<file path="config.mk">
export PLATFORM = sky130hd
export DESIGN_NAME = sts_top
export DESIGN_NICKNAME = d
export VERILOG_FILES = /design/src/sts_pkg.sv /design/src/sts_pin_sync.sv /design/src/sts_round_div.sv /design/src/sts_top.sv
export SDC_FILE = /design/constraint.sdc
export NUM_CORES = 1
export LEC_CHECK = 0
export BUFFER_PORTS_ARGS = -buffer_cell sky130_fd_sc_hd__buf_2
export CORE_ASPECT_RATIO = 0.5
export CORE_MARGIN = 3
export CORE_UTILIZATION = 40
export DETAILED_ROUTE_END_ITERATION = 16
export PLACE_DENSITY = 0.57
export SETUP_SLACK_MARGIN = 0.2
export SYNTH_ARGS = -nofsm -noshare
export SYNTH_HDL_FRONTEND = slang
export SYNTH_SLANG_ARGS = --single-unit
</file>
<file path="constraint.sdc">
create_clock -name clk -period 3.2 [get_ports clk]
set_input_delay 0.8 -clock clk [delete_from_list [all_inputs] [get_ports clk]]
set_output_delay 0.8 -clock clk [all_outputs]
set_load 0.02 [all_outputs]
</file>
<file path="src/sts_pkg.sv">
/*
  Shared constants, types and helper functions of the sync and trigger
  sequencer: register map, field layout, reset values, source codes and
  trigger states.
  Assumes a 32-bit Avalon-MM slave port with byte addresses.
*/
package sts_pkg;

  // Register byte offsets
  localparam logic [7:0] ofs_sync_ctrl = 8'h00;
  localparam logic [7:0] ofs_trig_count = 8'h04;
  localparam logic [7:0] ofs_trig_delay = 8'h08;
  localparam logic [7:0] ofs_sample_period = 8'h0C;
  localparam logic [7:0] ofs_actual_delay = 8'h10;
  localparam logic [7:0] ofs_trig_source = 8'h14;
  localparam logic [7:0] ofs_control = 8'h18;
  localparam logic [7:0] ofs_status = 8'h1C;

  // Sync control field layout
  localparam int unsigned sel_w = 4;
  localparam int unsigned sync_role_bit = 0;
  localparam int unsigned sync_in_lsb = 4;
  localparam int unsigned sync_out_lsb = 8;

  // Control register bits
  localparam int unsigned ctl_arm_bit = 0;
  localparam int unsigned ctl_abort_bit = 1;

  // Status register layout
  localparam int unsigned stat_div_busy_bit = 8;
  localparam int unsigned stat_sync_bit = 9;

  // Line codes: 0..7 pick a bus line, 8 picks none
  localparam int unsigned bus_lines = 8;
  localparam logic [3:0] no_bus_line_code = 4'h8;

  // Roles
  typedef enum logic {
    sync_role_primary = 1'b0,
    sync_role_follower = 1'b1
  } sts_role_t;

  // Trigger source codes
  localparam int unsigned src_w = 5;
  localparam logic [4:0] src_immediate = 5'h00;
  localparam logic [4:0] src_pattern = 5'h01;
  localparam logic [4:0] src_pos_first = 5'h02;
  localparam logic [4:0] src_neg_first = 5'h0A;
  localparam logic [4:0] src_last = 5'h11;

  // Reset values
  localparam logic [30:0] trig_count_rst = 31'h0000_0001;
  localparam logic [31:0] trig_delay_rst = 32'h0000_0000;

  // One-hot trigger states
  typedef enum logic [4:0] {
    st_arm = 5'h01,
    st_trig = 5'h02,
    st_delay = 5'h04,
    st_acquire = 5'h08,
    st_next = 5'h10
  } sts_state_t;

  // Byte-enable merge of a write into a stored word
  function automatic logic [31:0] be_merge(input logic [31:0] old_v,
                                           input logic [31:0] new_v,
                                           input logic [3:0] be);
    logic [31:0] res;
    res = old_v;
    for (int i = 0; i < 4; i++) begin
      if (be[i]) begin
        res[i*8 +: 8] = new_v[i*8 +: 8];
      end
    end
    return res;
  endfunction : be_merge

  // Legal line code: a bus line or none
  function automatic logic line_code_ok(input logic [3:0] code);
    return code <= no_bus_line_code;
  endfunction : line_code_ok

  // Bus line watched by an edge source
  function automatic logic [2:0] src_line(input logic [4:0] src);
    logic [4:0] idx;
    idx = (src >= src_neg_first) ? src - src_neg_first : src - src_pos_first;
    return idx[2:0];
  endfunction : src_line

endpackage : sts_pkg

</file>
<file path="src/sts_pin_sync.sv">
/*
  Three-stage input synchroniser with agreement filter.
  Assumes inputs come from outside the clk domain; output follows a
  change once the second and third stages agree.
*/
`timescale 1ns/1ns
module sts_pin_sync #(
  parameter int W = 9
) (
  // Clock and reset
  input wire logic clk,
  input wire logic rst_b,
  // Raw and cleaned levels
  input wire logic [W-1:0] raw,
  output logic [W-1:0] clean
);

  logic [W-1:0] stage1; // Only stage2 reads this
  logic [W-1:0] stage2;
  logic [W-1:0] stage3;

  // Shift chain
  always_ff @(posedge clk or negedge rst_b) begin
    if (!rst_b) begin
      stage1 <= '0;
      stage2 <= '0;
      stage3 <= '0;
    end else begin
      stage1 <= raw;
      stage2 <= stage1;
      stage3 <= stage2;
    end
  end

  // Per-bit agreement filter rejects one-cycle glitches
  always_ff @(posedge clk or negedge rst_b) begin
    if (!rst_b) begin
      clean <= '0;
    end else begin
      for (int i = 0; i < W; i++) begin
        if (stage2[i] == stage3[i]) begin
          clean[i] <= stage3[i];
        end
      end
    end
  end

endmodule : sts_pin_sync

</file>
<file path="src/sts_round_div.sv">
/*
  Sequential restoring divider, one quotient bit per clock.
  Assumes start is a one-cycle pulse and denom is nonzero; operands are
  captured at start, so they may change while busy.
*/
`timescale 1ns/1ns
module sts_round_div #(
  parameter int NUM_W = 33,
  parameter int DEN_W = 32
) (
  // Clock and reset
  input wire logic clk,
  input wire logic rst_b,
  // Operation
  input wire logic start,
  input wire logic [NUM_W-1:0] numer,
  input wire logic [DEN_W-1:0] denom,
  // Result
  output logic busy,
  output logic [NUM_W-1:0] quot
);

  localparam int CNT_W = $clog2(NUM_W + 1);

  logic [DEN_W:0] rem; // Partial remainder
  logic [DEN_W-1:0] den; // Captured divisor
  logic [CNT_W-1:0] steps; // Bits still to produce
  logic [DEN_W:0] trial;

  assign trial = {rem[DEN_W-1:0], quot[NUM_W-1]};
  assign busy = steps != '0;

  // Shift-subtract loop
  always_ff @(posedge clk or negedge rst_b) begin
    if (!rst_b) begin
      rem <= '0;
      den <= '0;
      quot <= '0;
      steps <= '0;
    end else if (start) begin
      rem <= '0;
      den <= denom;
      quot <= numer;
      steps <= CNT_W'(NUM_W);
    end else if (busy) begin
      steps <= steps - 1'b1;
      if (trial >= {1'b0, den}) begin
        rem <= trial - {1'b0, den};
        quot <= {quot[NUM_W-2:0], 1'b1};
      end else begin
        rem <= trial;
        quot <= {quot[NUM_W-2:0], 1'b0};
      end
    end
  end

endmodule : sts_round_div

</file>
<file path="src/sts_top.sv">
/*
  Sync routing and trigger sequencing with an Avalon-MM register slave.
  Assumes a single clock, a one-cycle sample_tick per sample period, and
  acquisition logic that answers acquire_start with acq_done.
*/
// Summary of operation
// - Role is sync primary or follower
// - Input select in both roles; none uses internal
// - Output select only as primary; none internal
// - Codes 0-7 pick lines, 8 none
// - Reset: primary role, both selects none
// - Primary may use equal or different lines
// - Wait triggers programmed times, then rearm
// - Count zero loops forever
// - Programmed delay after trigger before acquiring
// - Delay rounded to nearest whole sample period
// - Immediate source skips the trigger layer
`timescale 1ns/1ns
module sts_top #(
  parameter logic [31:0] PERIOD_RST = 32'h0000_03E8
) (
  // Clock and reset
  input wire logic clk,
  input wire logic rst_b,
  // Avalon-MM slave
  input wire logic [7:0] avs_address,
  input wire logic avs_read,
  input wire logic avs_write,
  input wire logic [31:0] avs_writedata,
  input wire logic [3:0] avs_byteenable,
  output logic [31:0] avs_readdata,
  output logic avs_waitrequest,
  // Trigger bus lines
  input wire logic [7:0] trig_bus_in,
  output logic [7:0] trig_bus_out,
  output logic [7:0] trig_bus_oe,
  // Internal sync line
  input wire logic sync_int_in,
  output logic sync_int_out,
  output logic sync_int_oe,
  // Sync source and recovered sync
  input wire logic sync_gen,
  output logic sync_recovered,
  // Sampling and acquisition
  input wire logic sample_tick,
  input wire logic pattern_trigger,
  input wire logic acq_done,
  output logic acquire_start,
  output logic acquiring,
  output logic armed
);

  // Configuration registers
  sts_pkg::sts_role_t sync_role_select;
  logic [3:0] sync_input_line_select;
  logic [3:0] sync_output_line_select;
  logic [30:0] trigger_wait_total; // Zero means endless
  logic [31:0] trig_delay; // Microseconds
  logic [31:0] sample_period; // Microseconds
  logic [31:0] actual_delay; // Whole sample periods
  logic [4:0] trig_source;

  // Bus handshake
  logic bus_ack; // Last cycle of an access
  logic bus_req;
  logic bus_stall;
  logic wr_take; // Write takes effect this edge
  logic [31:0] wr_sync;
  logic [31:0] wr_word;

  // Rounding divider
  logic div_start;
  logic div_busy;
  logic div_pending; // Divider result not yet stored
  logic [32:0] div_numer;
  logic [32:0] div_quot;

  // Synchronised lines
  logic [8:0] line_clean;
  logic [8:0] line_prev;
  logic [7:0] bus_clean;

  // Sequencer
  sts_pkg::sts_state_t state;
  sts_pkg::sts_state_t next_state;
  logic [30:0] trig_left;
  logic [31:0] delay_left;
  logic arm_req;
  logic abort_req;
  logic trig_hit;
  logic [2:0] watch_line;

  // Access handshake; answers at the second edge of a request unless a rounding stall holds it off
  assign bus_req = avs_read | avs_write;
  assign bus_stall = (div_pending || div_start) &&
    (avs_address == sts_pkg::ofs_trig_delay ||
     avs_address == sts_pkg::ofs_sample_period ||
     avs_address == sts_pkg::ofs_actual_delay);
  assign avs_waitrequest = bus_req & ~bus_ack;
  assign wr_take = avs_write & bus_ack;
  assign wr_word = avs_writedata;

  // Ack flop; holding it off keeps rounding reads coherent
  always_ff @(posedge clk or negedge rst_b) begin
    if (!rst_b) begin
      bus_ack <= 1'b0;
    end else begin
      bus_ack <= bus_req & ~bus_ack & ~bus_stall;
    end
  end

  // Merged sync control word
  assign wr_sync = sts_pkg::be_merge({20'h0_0000, sync_output_line_select,
    sync_input_line_select, 3'h0, sync_role_select}, wr_word,
    avs_byteenable);

  // Sync configuration; illegal line codes reject the write
  always_ff @(posedge clk or negedge rst_b) begin
    if (!rst_b) begin
      sync_role_select <= sts_pkg::sync_role_primary;
      sync_input_line_select <= sts_pkg::no_bus_line_code;
      sync_output_line_select <= sts_pkg::no_bus_line_code;
    end else if (wr_take && avs_address == sts_pkg::ofs_sync_ctrl) begin
      if (sts_pkg::line_code_ok(wr_sync[sts_pkg::sync_in_lsb +:
            sts_pkg::sel_w]) &&
          sts_pkg::line_code_ok(wr_sync[sts_pkg::sync_out_lsb +:
            sts_pkg::sel_w])) begin
        sync_role_select <=
          sts_pkg::sts_role_t'(wr_sync[sts_pkg::sync_role_bit]);
        sync_input_line_select <=
          wr_sync[sts_pkg::sync_in_lsb +: sts_pkg::sel_w];
        sync_output_line_select <=
          wr_sync[sts_pkg::sync_out_lsb +: sts_pkg::sel_w];
      end
    end
  end

  // Trigger count, delay, period and source
  always_ff @(posedge clk or negedge rst_b) begin
    if (!rst_b) begin
      trigger_wait_total <= sts_pkg::trig_count_rst;
      trig_delay <= sts_pkg::trig_delay_rst;
      sample_period <= PERIOD_RST;
      trig_source <= sts_pkg::src_immediate;
    end else if (wr_take) begin
      unique case (avs_address)
        sts_pkg::ofs_trig_count: begin
          trigger_wait_total <= 31'(sts_pkg::be_merge(
            {1'b0, trigger_wait_total}, wr_word, avs_byteenable));
        end
        sts_pkg::ofs_trig_delay: begin
          trig_delay <= sts_pkg::be_merge(trig_delay, wr_word,
            avs_byteenable);
        end
        sts_pkg::ofs_sample_period: begin
          // A zero period cannot be divided by, so it is refused
          if (sts_pkg::be_merge(sample_period, wr_word, avs_byteenable)
              != 32'h0000_0000) begin
            sample_period <= sts_pkg::be_merge(sample_period, wr_word,
              avs_byteenable);
          end
        end
        sts_pkg::ofs_trig_source: begin
          if (avs_byteenable[0] &&
              wr_word[sts_pkg::src_w-1:0] <= sts_pkg::src_last) begin
            trig_source <= wr_word[sts_pkg::src_w-1:0];
          end
        end
        default: begin
          // Other offsets store nothing here
        end
      endcase
    end
  end

  // Arm and abort strobes from the control register
  assign arm_req = wr_take && avs_address == sts_pkg::ofs_control &&
    avs_byteenable[0] && wr_word[sts_pkg::ctl_arm_bit];
  assign abort_req = wr_take && avs_address == sts_pkg::ofs_control &&
    avs_byteenable[0] && wr_word[sts_pkg::ctl_abort_bit];

  // Read data, captured on every cycle of a read before its ack
  always_ff @(posedge clk or negedge rst_b) begin
    if (!rst_b) begin
      avs_readdata <= 32'h0000_0000;
    end else if (avs_read && !bus_ack) begin
      unique case (avs_address)
        sts_pkg::ofs_sync_ctrl: avs_readdata <= {20'h0_0000,
          sync_output_line_select, sync_input_line_select, 3'h0,
          sync_role_select};
        sts_pkg::ofs_trig_count: avs_readdata <= {1'b0, trigger_wait_total};
        sts_pkg::ofs_trig_delay: avs_readdata <= trig_delay;
        sts_pkg::ofs_sample_period: avs_readdata <= sample_period;
        sts_pkg::ofs_actual_delay: avs_readdata <= actual_delay;
        sts_pkg::ofs_trig_source: avs_readdata <= {27'h000_0000,
          trig_source};
        sts_pkg::ofs_status: avs_readdata <= {22'h00_0000, sync_recovered,
          div_busy, 3'h0, state};
        default: avs_readdata <= 32'h0000_0000; // Unmapped reads zero
      endcase
    end
  end

  // Rounding: (delay + period/2) / period gives the nearest multiple
  assign div_numer = {1'b0, trig_delay} + {2'b00, sample_period[31:1]};

  // Start one cycle after an update, so the new value is used
  always_ff @(posedge clk or negedge rst_b) begin
    if (!rst_b) begin
      div_start <= 1'b0;
    end else begin
      div_start <= wr_take && (avs_address == sts_pkg::ofs_trig_delay ||
        avs_address == sts_pkg::ofs_sample_period);
    end
  end

  sts_round_div #(
    .NUM_W(33),
    .DEN_W(32)
  ) u_round (
    .clk(clk),
    .rst_b(rst_b),
    .start(div_start),
    .numer(div_numer),
    .denom(sample_period),
    .busy(div_busy),
    .quot(div_quot)
  );

  // Store the rounded delay once the divider finishes
  always_ff @(posedge clk or negedge rst_b) begin
    if (!rst_b) begin
      div_pending <= 1'b0;
      actual_delay <= 32'h0000_0000; // Zero delay rounds to zero
    end else if (div_start) begin
      div_pending <= 1'b1;
    end else if (div_pending && !div_busy) begin
      div_pending <= 1'b0;
      actual_delay <= div_quot[31:0];
    end
  end

  // Bus lines and internal line pass the synchroniser
  sts_pin_sync #(
    .W(9)
  ) u_sync (
    .clk(clk),
    .rst_b(rst_b),
    .raw({sync_int_in, trig_bus_in}),
    .clean(line_clean)
  );
  assign bus_clean = line_clean[7:0];

  // Sync input selection applies in either role
  always_ff @(posedge clk or negedge rst_b) begin
    if (!rst_b) begin
      sync_recovered <= 1'b0;
    end else if (sync_input_line_select == sts_pkg::no_bus_line_code) begin
      sync_recovered <= line_clean[sts_pkg::bus_lines];
    end else begin
      sync_recovered <= bus_clean[sync_input_line_select[2:0]];
    end
  end

  // Sync drive; input and output selects are independent
  always_ff @(posedge clk or negedge rst_b) begin
    if (!rst_b) begin
      sync_int_out <= 1'b0;
      sync_int_oe <= 1'b0;
      trig_bus_out <= 8'h00;
      trig_bus_oe <= 8'h00;
    end else if (sync_role_select == sts_pkg::sync_role_primary) begin
      sync_int_out <= sync_gen;
      sync_int_oe <= 1'b1;
      trig_bus_out <= {8{sync_gen}};
      // Lines 0..7 drive one bus line; none keeps the bus quiet
      trig_bus_oe <= (sync_output_line_select == sts_pkg::no_bus_line_code)
        ? 8'h00 : 8'h01 << sync_output_line_select[2:0];
    end else begin
      // A follower drives nothing, whatever the output select holds
      sync_int_out <= 1'b0;
      sync_int_oe <= 1'b0;
      trig_bus_out <= 8'h00;
      trig_bus_oe <= 8'h00;
    end
  end

  // Edge history of cleaned lines
  always_ff @(posedge clk or negedge rst_b) begin
    if (!rst_b) begin
      line_prev <= 9'h000;
    end else begin
      line_prev <= line_clean;
    end
  end

  // Trigger event from the selected source
  assign watch_line = sts_pkg::src_line(trig_source);
  always_comb begin
    trig_hit = 1'b0;
    if (trig_source == sts_pkg::src_pattern) begin
      trig_hit = pattern_trigger;
    end else if (trig_source >= sts_pkg::src_neg_first) begin
      trig_hit = line_prev[watch_line] & ~bus_clean[watch_line];
    end else if (trig_source >= sts_pkg::src_pos_first) begin
      trig_hit = ~line_prev[watch_line] & bus_clean[watch_line];
    end
  end

  // Next trigger state
  always_comb begin
    next_state = state;
    unique case (state)
      sts_pkg::st_arm: begin
        if (arm_req) begin
          next_state = (trig_source == sts_pkg::src_immediate)
            ? sts_pkg::st_acquire : sts_pkg::st_trig;
        end
      end
      sts_pkg::st_trig: begin
        if (trig_hit) begin
          next_state = sts_pkg::st_delay;
        end
      end
      sts_pkg::st_delay: begin
        if (delay_left == 32'h0000_0000) begin
          next_state = sts_pkg::st_acquire;
        end
      end
      sts_pkg::st_acquire: begin
        if (acq_done) begin
          next_state = sts_pkg::st_next;
        end
      end
      sts_pkg::st_next: begin
        if (trigger_wait_total != 31'h0000_0000 &&
            trig_left == 31'h0000_0001) begin
          next_state = sts_pkg::st_arm;
        end else if (trig_source == sts_pkg::src_immediate) begin
          next_state = sts_pkg::st_acquire;
        end else begin
          next_state = sts_pkg::st_trig;
        end
      end
      default: next_state = sts_pkg::st_arm; // Illegal code recovers
    endcase
  end

  // State register; abort returns to the arm layer
  always_ff @(posedge clk or negedge rst_b) begin
    if (!rst_b) begin
      state <= sts_pkg::st_arm;
    end else if (abort_req) begin
      state <= sts_pkg::st_arm;
    end else begin
      state <= next_state;
    end
  end

  // Trigger passes left in this arm cycle
  always_ff @(posedge clk or negedge rst_b) begin
    if (!rst_b) begin
      trig_left <= 31'h0000_0000;
    end else if (state == sts_pkg::st_arm && arm_req) begin
      trig_left <= trigger_wait_total;
    end else if (state == sts_pkg::st_next &&
                 trigger_wait_total != 31'h0000_0000) begin
      trig_left <= trig_left - 31'h0000_0001;
    end
  end

  // Delay down-counter, loaded on the trigger event
  always_ff @(posedge clk or negedge rst_b) begin
    if (!rst_b) begin
      delay_left <= 32'h0000_0000;
    end else if (state == sts_pkg::st_trig && trig_hit) begin
      delay_left <= actual_delay;
    end else if (state == sts_pkg::st_delay && sample_tick &&
                 delay_left != 32'h0000_0000) begin
      delay_left <= delay_left - 32'h0000_0001;
    end
  end

  // Acquisition outputs
  always_ff @(posedge clk or negedge rst_b) begin
    if (!rst_b) begin
      acquire_start <= 1'b0;
      acquiring <= 1'b0;
      armed <= 1'b0;
    end else begin
      acquire_start <= (next_state == sts_pkg::st_acquire) &&
        (state != sts_pkg::st_acquire) && !abort_req;
      acquiring <= (next_state == sts_pkg::st_acquire) && !abort_req;
      armed <= (next_state != sts_pkg::st_arm) && !abort_req;
    end
  end

endmodule : sts_top

</file>
Word-level counts from Yosys, hierarchy flattened
Index checks and enable logic that the tools add are counted.
- logic and storage cells: 206
- ROM bits: 0
- latch bits: 0
- RAM bits: 0
- memories kept: 0
- output and inout bits: 55
- bits in registers: 413
- eq/ne operators: 28
- multipliers: 0
- add/subtract/negate cells: 7
- shifts and indexed selects: 1
- magnitude comparators: 9
- reduce and logical (&&, ||, !) cells: 51
- mux-type cells: 53
- divide/modulo/power cells: 0
- bitwise gates (word level): 11
- operators with widths (cell ; count):
    32-bit case mux with 7 select lines ; 1
    32-bit 2-to-1 mux ; 5
    8-bit 2-to-1 mux ; 16
    33-bit 2-to-1 mux ; 2
    32-bit nonzero test ; 2
    31-bit 2-to-1 mux ; 2
    32-bit by 31-bit adder with 33-bit output ; 1
    33-bit by 32-bit greater-or-equal comparator with 1-bit output ; 1
    3-bit AND reduction ; 11
    8-bit by 5-bit equality test with 1-bit output (second input constant) ; 4
    32-bit logical NOT ; 1
    32-bit by 1-bit subtractor with 32-bit output (second input constant) ; 1
    32-bit subtractor ; 1
    31-bit by 1-bit equality test with 1-bit output (second input constant) ; 1
    31-bit nonzero test ; 1
    31-bit by 1-bit subtractor with 31-bit output (second input constant) ; 1
    5-bit 2-to-1 mux ; 5
    5-bit case mux with 5 select lines ; 1
    1-bit logical AND ; 21
    8-bit by 4-bit equality test with 1-bit output (second input constant) ; 2
    1-bit 2-to-1 mux ; 12
    4-bit 2-to-1 mux ; 3
    6-bit 2-to-1 mux ; 2
    5-bit by 1-bit equality test with 1-bit output (second input constant) ; 2
    30 further kinds ; 61

Logic depth before layout (Yosys ltp)
- word-level depth: 14
- depth in mapped cells: 14
- mapped depth without buffers: 12

Hierarchy
A second synthesis with hierarchy kept.
- cells, all modules: 2155
- area total of the unflattened synthesis: 21768.4 sq um
- modules (own cells, without submodules) (module ; area an instance (sq um) ; seq. area each (sq um) ; times used ; cells an instance):
    sts_top ; 14481.4 ; 6668.9 ; 1 ; 1402
    sts_round_div ; 6284.8 ; 2577.5 ; 1 ; 708
    sts_pin_sync ; 1002.2 ; 900.9 ; 1 ; 45

Worst setup path before layout
No wires, ideal clock.
- kind: reg2reg
- from: reg u_round.quot[32]
- to: reg u_round.rem[30]
- cell stages (with the launch flop): 13
- library setup time: 0.082 ns
- slack: 0.312 ns
- arrival time: 2.807 ns
- path buffers: 0
- cells stage by stage: dfrtp_1 -> inv_1 -> ha_1 -> fa_1 -> nor2b_1 -> o21bai_1 -> a21oi_1 -> a22oi_1 -> o21a_1 -> o21ai_0 -> a41o_1 -> mux2_2 -> a31oi_1
- cells in the longest elaborated chain, start to end: 4
- elaborated cells on any way between the ends: 5
- ends and longest elaborated chain (what ; RTL line ; source):
    from (decl) ; sts_round_div.sv:20 ; output logic [NUM_W-1:0] quot
    from (signal assigned) ; sts_round_div.sv:43 ; quot <= numer;
    from (signal assigned) ; sts_round_div.sv:49 ; quot <= {quot[NUM_W-2:0], 1'b1};
    from (signal assigned) ; sts_round_div.sv:52 ; quot <= {quot[NUM_W-2:0], 1'b0};
    32-bit subtractor or 33-bit by 32-bit greater-or-equal comparator with 1-bit output (tied branches) ; sts_round_div.sv:48, sts_round_div.sv:47 ;
    32-bit 2-to-1 mux * ; sts_round_div.sv:47 ; if (trial >= {1'b0, den}) begin
    32-bit 2-to-1 mux * ; sts_round_div.sv:45 ; end else if (busy) begin
    32-bit 2-to-1 mux * ; sts_round_div.sv:40 ; end else if (start) begin
    to (signal assigned) ; sts_round_div.sv:48 ; rem <= trial - {1'b0, den};
    to (signal assigned) ; sts_round_div.sv:51 ; rem <= trial;
    to (decl) ; sts_round_div.sv:25 ; logic [DEN_W:0] rem;
Mark *: on every way between the ends. The rest lies on a longest branch, timed or not. The select of a mux whose other input is x is not followed.
A chain may end at the register's enable or synchronous reset.

Worst setup path after layout
- from: reg sample_period[5]
- to: reg sample_period[17]
- cells in the longest elaborated chain, start to end: 5
- ends and longest elaborated chain (what ; RTL line ; source):
    from (decl) ; sts_top.sv:59 ; logic [31:0] sample_period;
    from (signal assigned) ; sts_top.sv:159 ; sample_period <= sts_pkg::be_merge(sample_period, wr_word,
    8-bit 2-to-1 mux ; - ;
    8-bit 2-to-1 mux ; sts_top.sv:146 ; unique case (avs_address)
    8-bit 2-to-1 mux ; sts_top.sv:145 ; end else if (wr_take) begin
    32-bit nonzero test ; sts_top.sv:157 ; if (sts_pkg::be_merge(sample_period, wr_word, avs_byteenable)
    3-bit AND reduction (no source line) ; - ;
No other way between the ends. The select of a mux whose other input is x is not followed.

==> flow_summary_export.csv <==
group,metric,value,unit
global_routing,antenna_found_initial,4,
drt,drc,0,
logic_synthesis,yosys_register_bits,405,
logic_synthesis,synthXorXnorAreaFrac,0.02089,
clock_network,hold_buffers,0,
final_layout,area_growth,18.58,%
global_routing,grt_start_max_net_pins,141,
clock_network,insertion_delay,550,ps
drt,vias,17820,
sta,setup_tns,0,ps
logic_synthesis,synthAdderAreaFrac,0.04647,
clock_network,root_buffer,"clkbuf_16",
pwr,switching_power,5.267,mW
setup_path,r2r_slack,260,ps
clock_network,cts-buffers-inserted,41,
die,die_area,0.05642,mm^2
clock_network,cts_max_level,2,
job,cap_viol_max_count,0,
drt,viasPerCell,5.781,
logic_synthesis,netlist_area,0.02138,mm^2
final_layout,drive_gt1_frac,0.2437,
logic_synthesis,avgSynthCellArea,9.888,um^2
sta,period_share,0.9200,
drt,ant_nets,0,
global_routing,grt_pass1_wl,105600,um
pwr,p_int,11.00,mW
drt,wl_per_cell,22.13,um
placed_design,hpwl,49930,um
global_routing,grt_use_total,0.2395,
pwr,p_leak,11.49,nW
placed_design,gp_congestion,0.9569,
sta,slew_violations,0,
final_layout,finalNonFillerCells,3082,
final_layout,post-route-cell-area,0.02535,mm^2
die,rows,59,
sta,hold_violations,0,
die,dieWidth,332.9,um
sta,skew,17.97,ps
pwr,seq_power_share,0.394,
sta,fin_crit,2944,ps
placed_design,dpl_cell_area,0.02348,mm^2
clock_network,cts_tree,"built",
setup_path,worstPathMaxFanout,8,
pwr,peakVddDrop,0.0003399,V
placed_design,dp.cells,2990,
final_layout,fin_nets,2484,
placed_design,pre_cts_slack,-109.8,ps
drt,drtIter0Drc,1705,
pwr,p_sw_frac,0.3239,
logic_synthesis,syn-num-nets,2294,
setup_path,endpoint_kind,"flip-flop",
status,status,"completed",
sta,finalWorstSetupSlack,256.0,ps
logic_synthesis,synth_edf_count,0,
final_layout,post-route-util,0.4836,
drt,firstDrtPassIters,6,
die,die_h,169.5,um
setup_path,critical_path_class,"flip-flop to flip-flop",
die,initial_utilization,0.4079,
setup_path,worstPathRequired,3630,ps
clock_network,clock-sinks,405,
logic_synthesis,synthFlopType,"dfrtp_1",
sta,grt_setup_unrepaired,"yes",
logic_synthesis,yosys_warnings,0,
pwr,power_density,641.6,mW/mm^2
drt,drt_wl_total,68210,um
global_routing,overflow,0,
setup_path,start_kind,"flip-flop",
logic_synthesis,synth-compound-area-share,0.1780,
clock_network,clk_pin_slew,70,ps
sta,worstMarginPinSlew,1140,ps
logic_synthesis,async_reset_ff_frac,1.000,
sta,slew_headroom,0.2401,
die,ioPinCount,116,
clock_network,clk_path_buf_depth,3,
sta,finalSetupViolCount,0,
logic_synthesis,yosys.area_share.simple,0.1522,
sta,fmax,339.7,MHz
logic_synthesis,synth_mux_area_frac,0.09288,
pwr,pwr-share-clk,0.305,
die,coreArea,0.05241,mm^2
hold_path,min_path_type,"input pin to asynchronous set/reset pin",
global_routing,grt_pass1_vias,17230,
logic_synthesis,ys_types,86,
placed_design,port_buffers,115,
pwr,comb_power_share,0.301,
logic_synthesis,synthCells,2162,
logic_synthesis,synth.yosys.seq_area_share,0.4747,
logic_synthesis,synth_top_family_by_area,"compound AO/OA/AOI/OAI gates",
setup_path,cp.arrival,3370,ps
[layer usage]
metal  vias to the layer above  track usage  share of wire
met3                        86      0.06311          0.085
met5                         -            0        0.00019
met1                      8903       0.3599           0.48
met2                       547       0.3426           0.41
li1                       8280            -              -
met4                         2      0.05698          0.022
[through the flow]
step,hold WS (ps),power (mW)
after floorplan,331.2,9.445
after global placement,332.8,10.84
after detailed placement,337.1,10.89
after CTS,202.3,15.95
after global routing,208.5,17.21
final,195.3,16.26
[worst paths after layout]
path / depth (start not counted) / from / to
min: 1 / rst_b / delay_left[20]
max: 8 / sample_period[5] / sample_period[17]
min reg2reg: 0 / u_sync.stage1[5] / u_sync.stage2[5]
max in group asynchronous: 3 / rst_b / trig_delay[16]
min in group clk: 0 / u_sync.stage1[5] / u_sync.stage2[5]
max reg2reg: 8 / sample_period[5] / sample_period[17]
[power by group through the flow]
stage	combinational (mW)	clock [mW]	sequential, mW
after detailed placement	4.43	0	6.46
after global routing	5.47	5.27	6.48
after floorplan	3.27	0	6.17
after CTS	4.53	5.05	6.36
final	4.90	4.96	6.41
after global placement	4.40	0	6.44
[timing repair]
action / 4_1_cts / 5_1_grt
pin swaps: 9 / 27
gates cloned: 0 / 1
endpoints found under the setup margin: 57 / 73
endpoints found under the hold margin: 0 / 0
resized for setup: 23 / 59
buffers inserted: 4 / 15
[sequential cells by signal, indices dropped and copies added, names as in the netlist, 4 cells and up]
| name | flops |
|---|---|
| u_round.quot | 33 |
| actual_delay | 32 |
| avs_readdata | 32 |
| delay_left | 32 |
| sample_period | 32 |
| trig_delay | 32 |
| u_round.den | 32 |
| u_round.rem | 32 |
| trig_left | 31 |
| trigger_wait_total | 31 |
| u_sync.clean | 9 |
| u_sync.stage1 | 9 |
| u_sync.stage2 | 9 |
| u_sync.stage3 | 9 |
| line_prev | 8 |
| trig_bus_oe | 8 |
| u_round.steps | 6 |
| state | 5 |
| trig_source | 5 |
| sync_input_line_select | 4 |
| sync_output_line_select | 4 |
[layout by cell type (no fill, tap or decap), drive strengths merged, types with 35 or more instances in the layout]
cell type  count
a21oi        158
a22oi         35
buf          257
clkbuf        61
dfrtp        395
ha            69
inv           69
mux2         143
nand2        268
nand3         52
nor2         128
nor3          55
o21ai        174
[Yosys cell counts, types with 14 or more instances]
cell type  instances  area, um^2
a211oi_1          28       210.2
a21o_1            20       150.1
a21oi_1          158       790.8
a22oi_1           35       262.8
and3_1            26       162.7
buf_1             14       52.55
clkbuf_1          81       304.0
dfrtp_1          395        9884
ha_1              69       863.3
inv_1             68       255.2
mux2_2           143        1610
mux2i_1           24       240.2
nand2_1          267        1002
nand2b_1          15       93.84
nand3_1           52       260.3
nor2_1           128       480.5
nor2b_1           16       100.1
nor3_1            55       275.3
nor4_1            27       168.9
o211ai_1          33       247.7
o21ai_0          172       860.8
o311ai_0          15       131.4
or3_1             16       100.1
or4_1             20       150.1
xnor2_1           30       262.8
xor2_1            21       183.9
[layout make-up]
class                           count  area (um^2)
Inverter                           68        255.2
Clock inverter                     11        162.7
Sequential cell                   405        10150
Clock buffer                       60         1187
Fill cell                        4937        27060
Multi-Input combinational cell   1578        10860
Antenna cell                        1        2.502
Timing Repair Buffer              258         1856
Tap cell                          701        877.1
[kinds of logic (layout without fill, tap and decap cells)]
group	Yosys count	count (layout)
and+or+nand+nor	678	678
AOI/OAI and AO/OA	596	596
adders and majority gates	80	80
buffers and inverters	179	397
other	0	1
DFF	405	405
xor gates and xnor gates	51	51
muxes	173	173
[worst max-delay path: stages (launching register included)]
cell	delay, ps
dfstp_2	390
buf_4	140
or4_1	520
o21ai_1	400
nand4_1	280
o211a_1	430
nand2_1	130
buf_4	180
mux2_2	350
(Power assumes the default switching activity.)
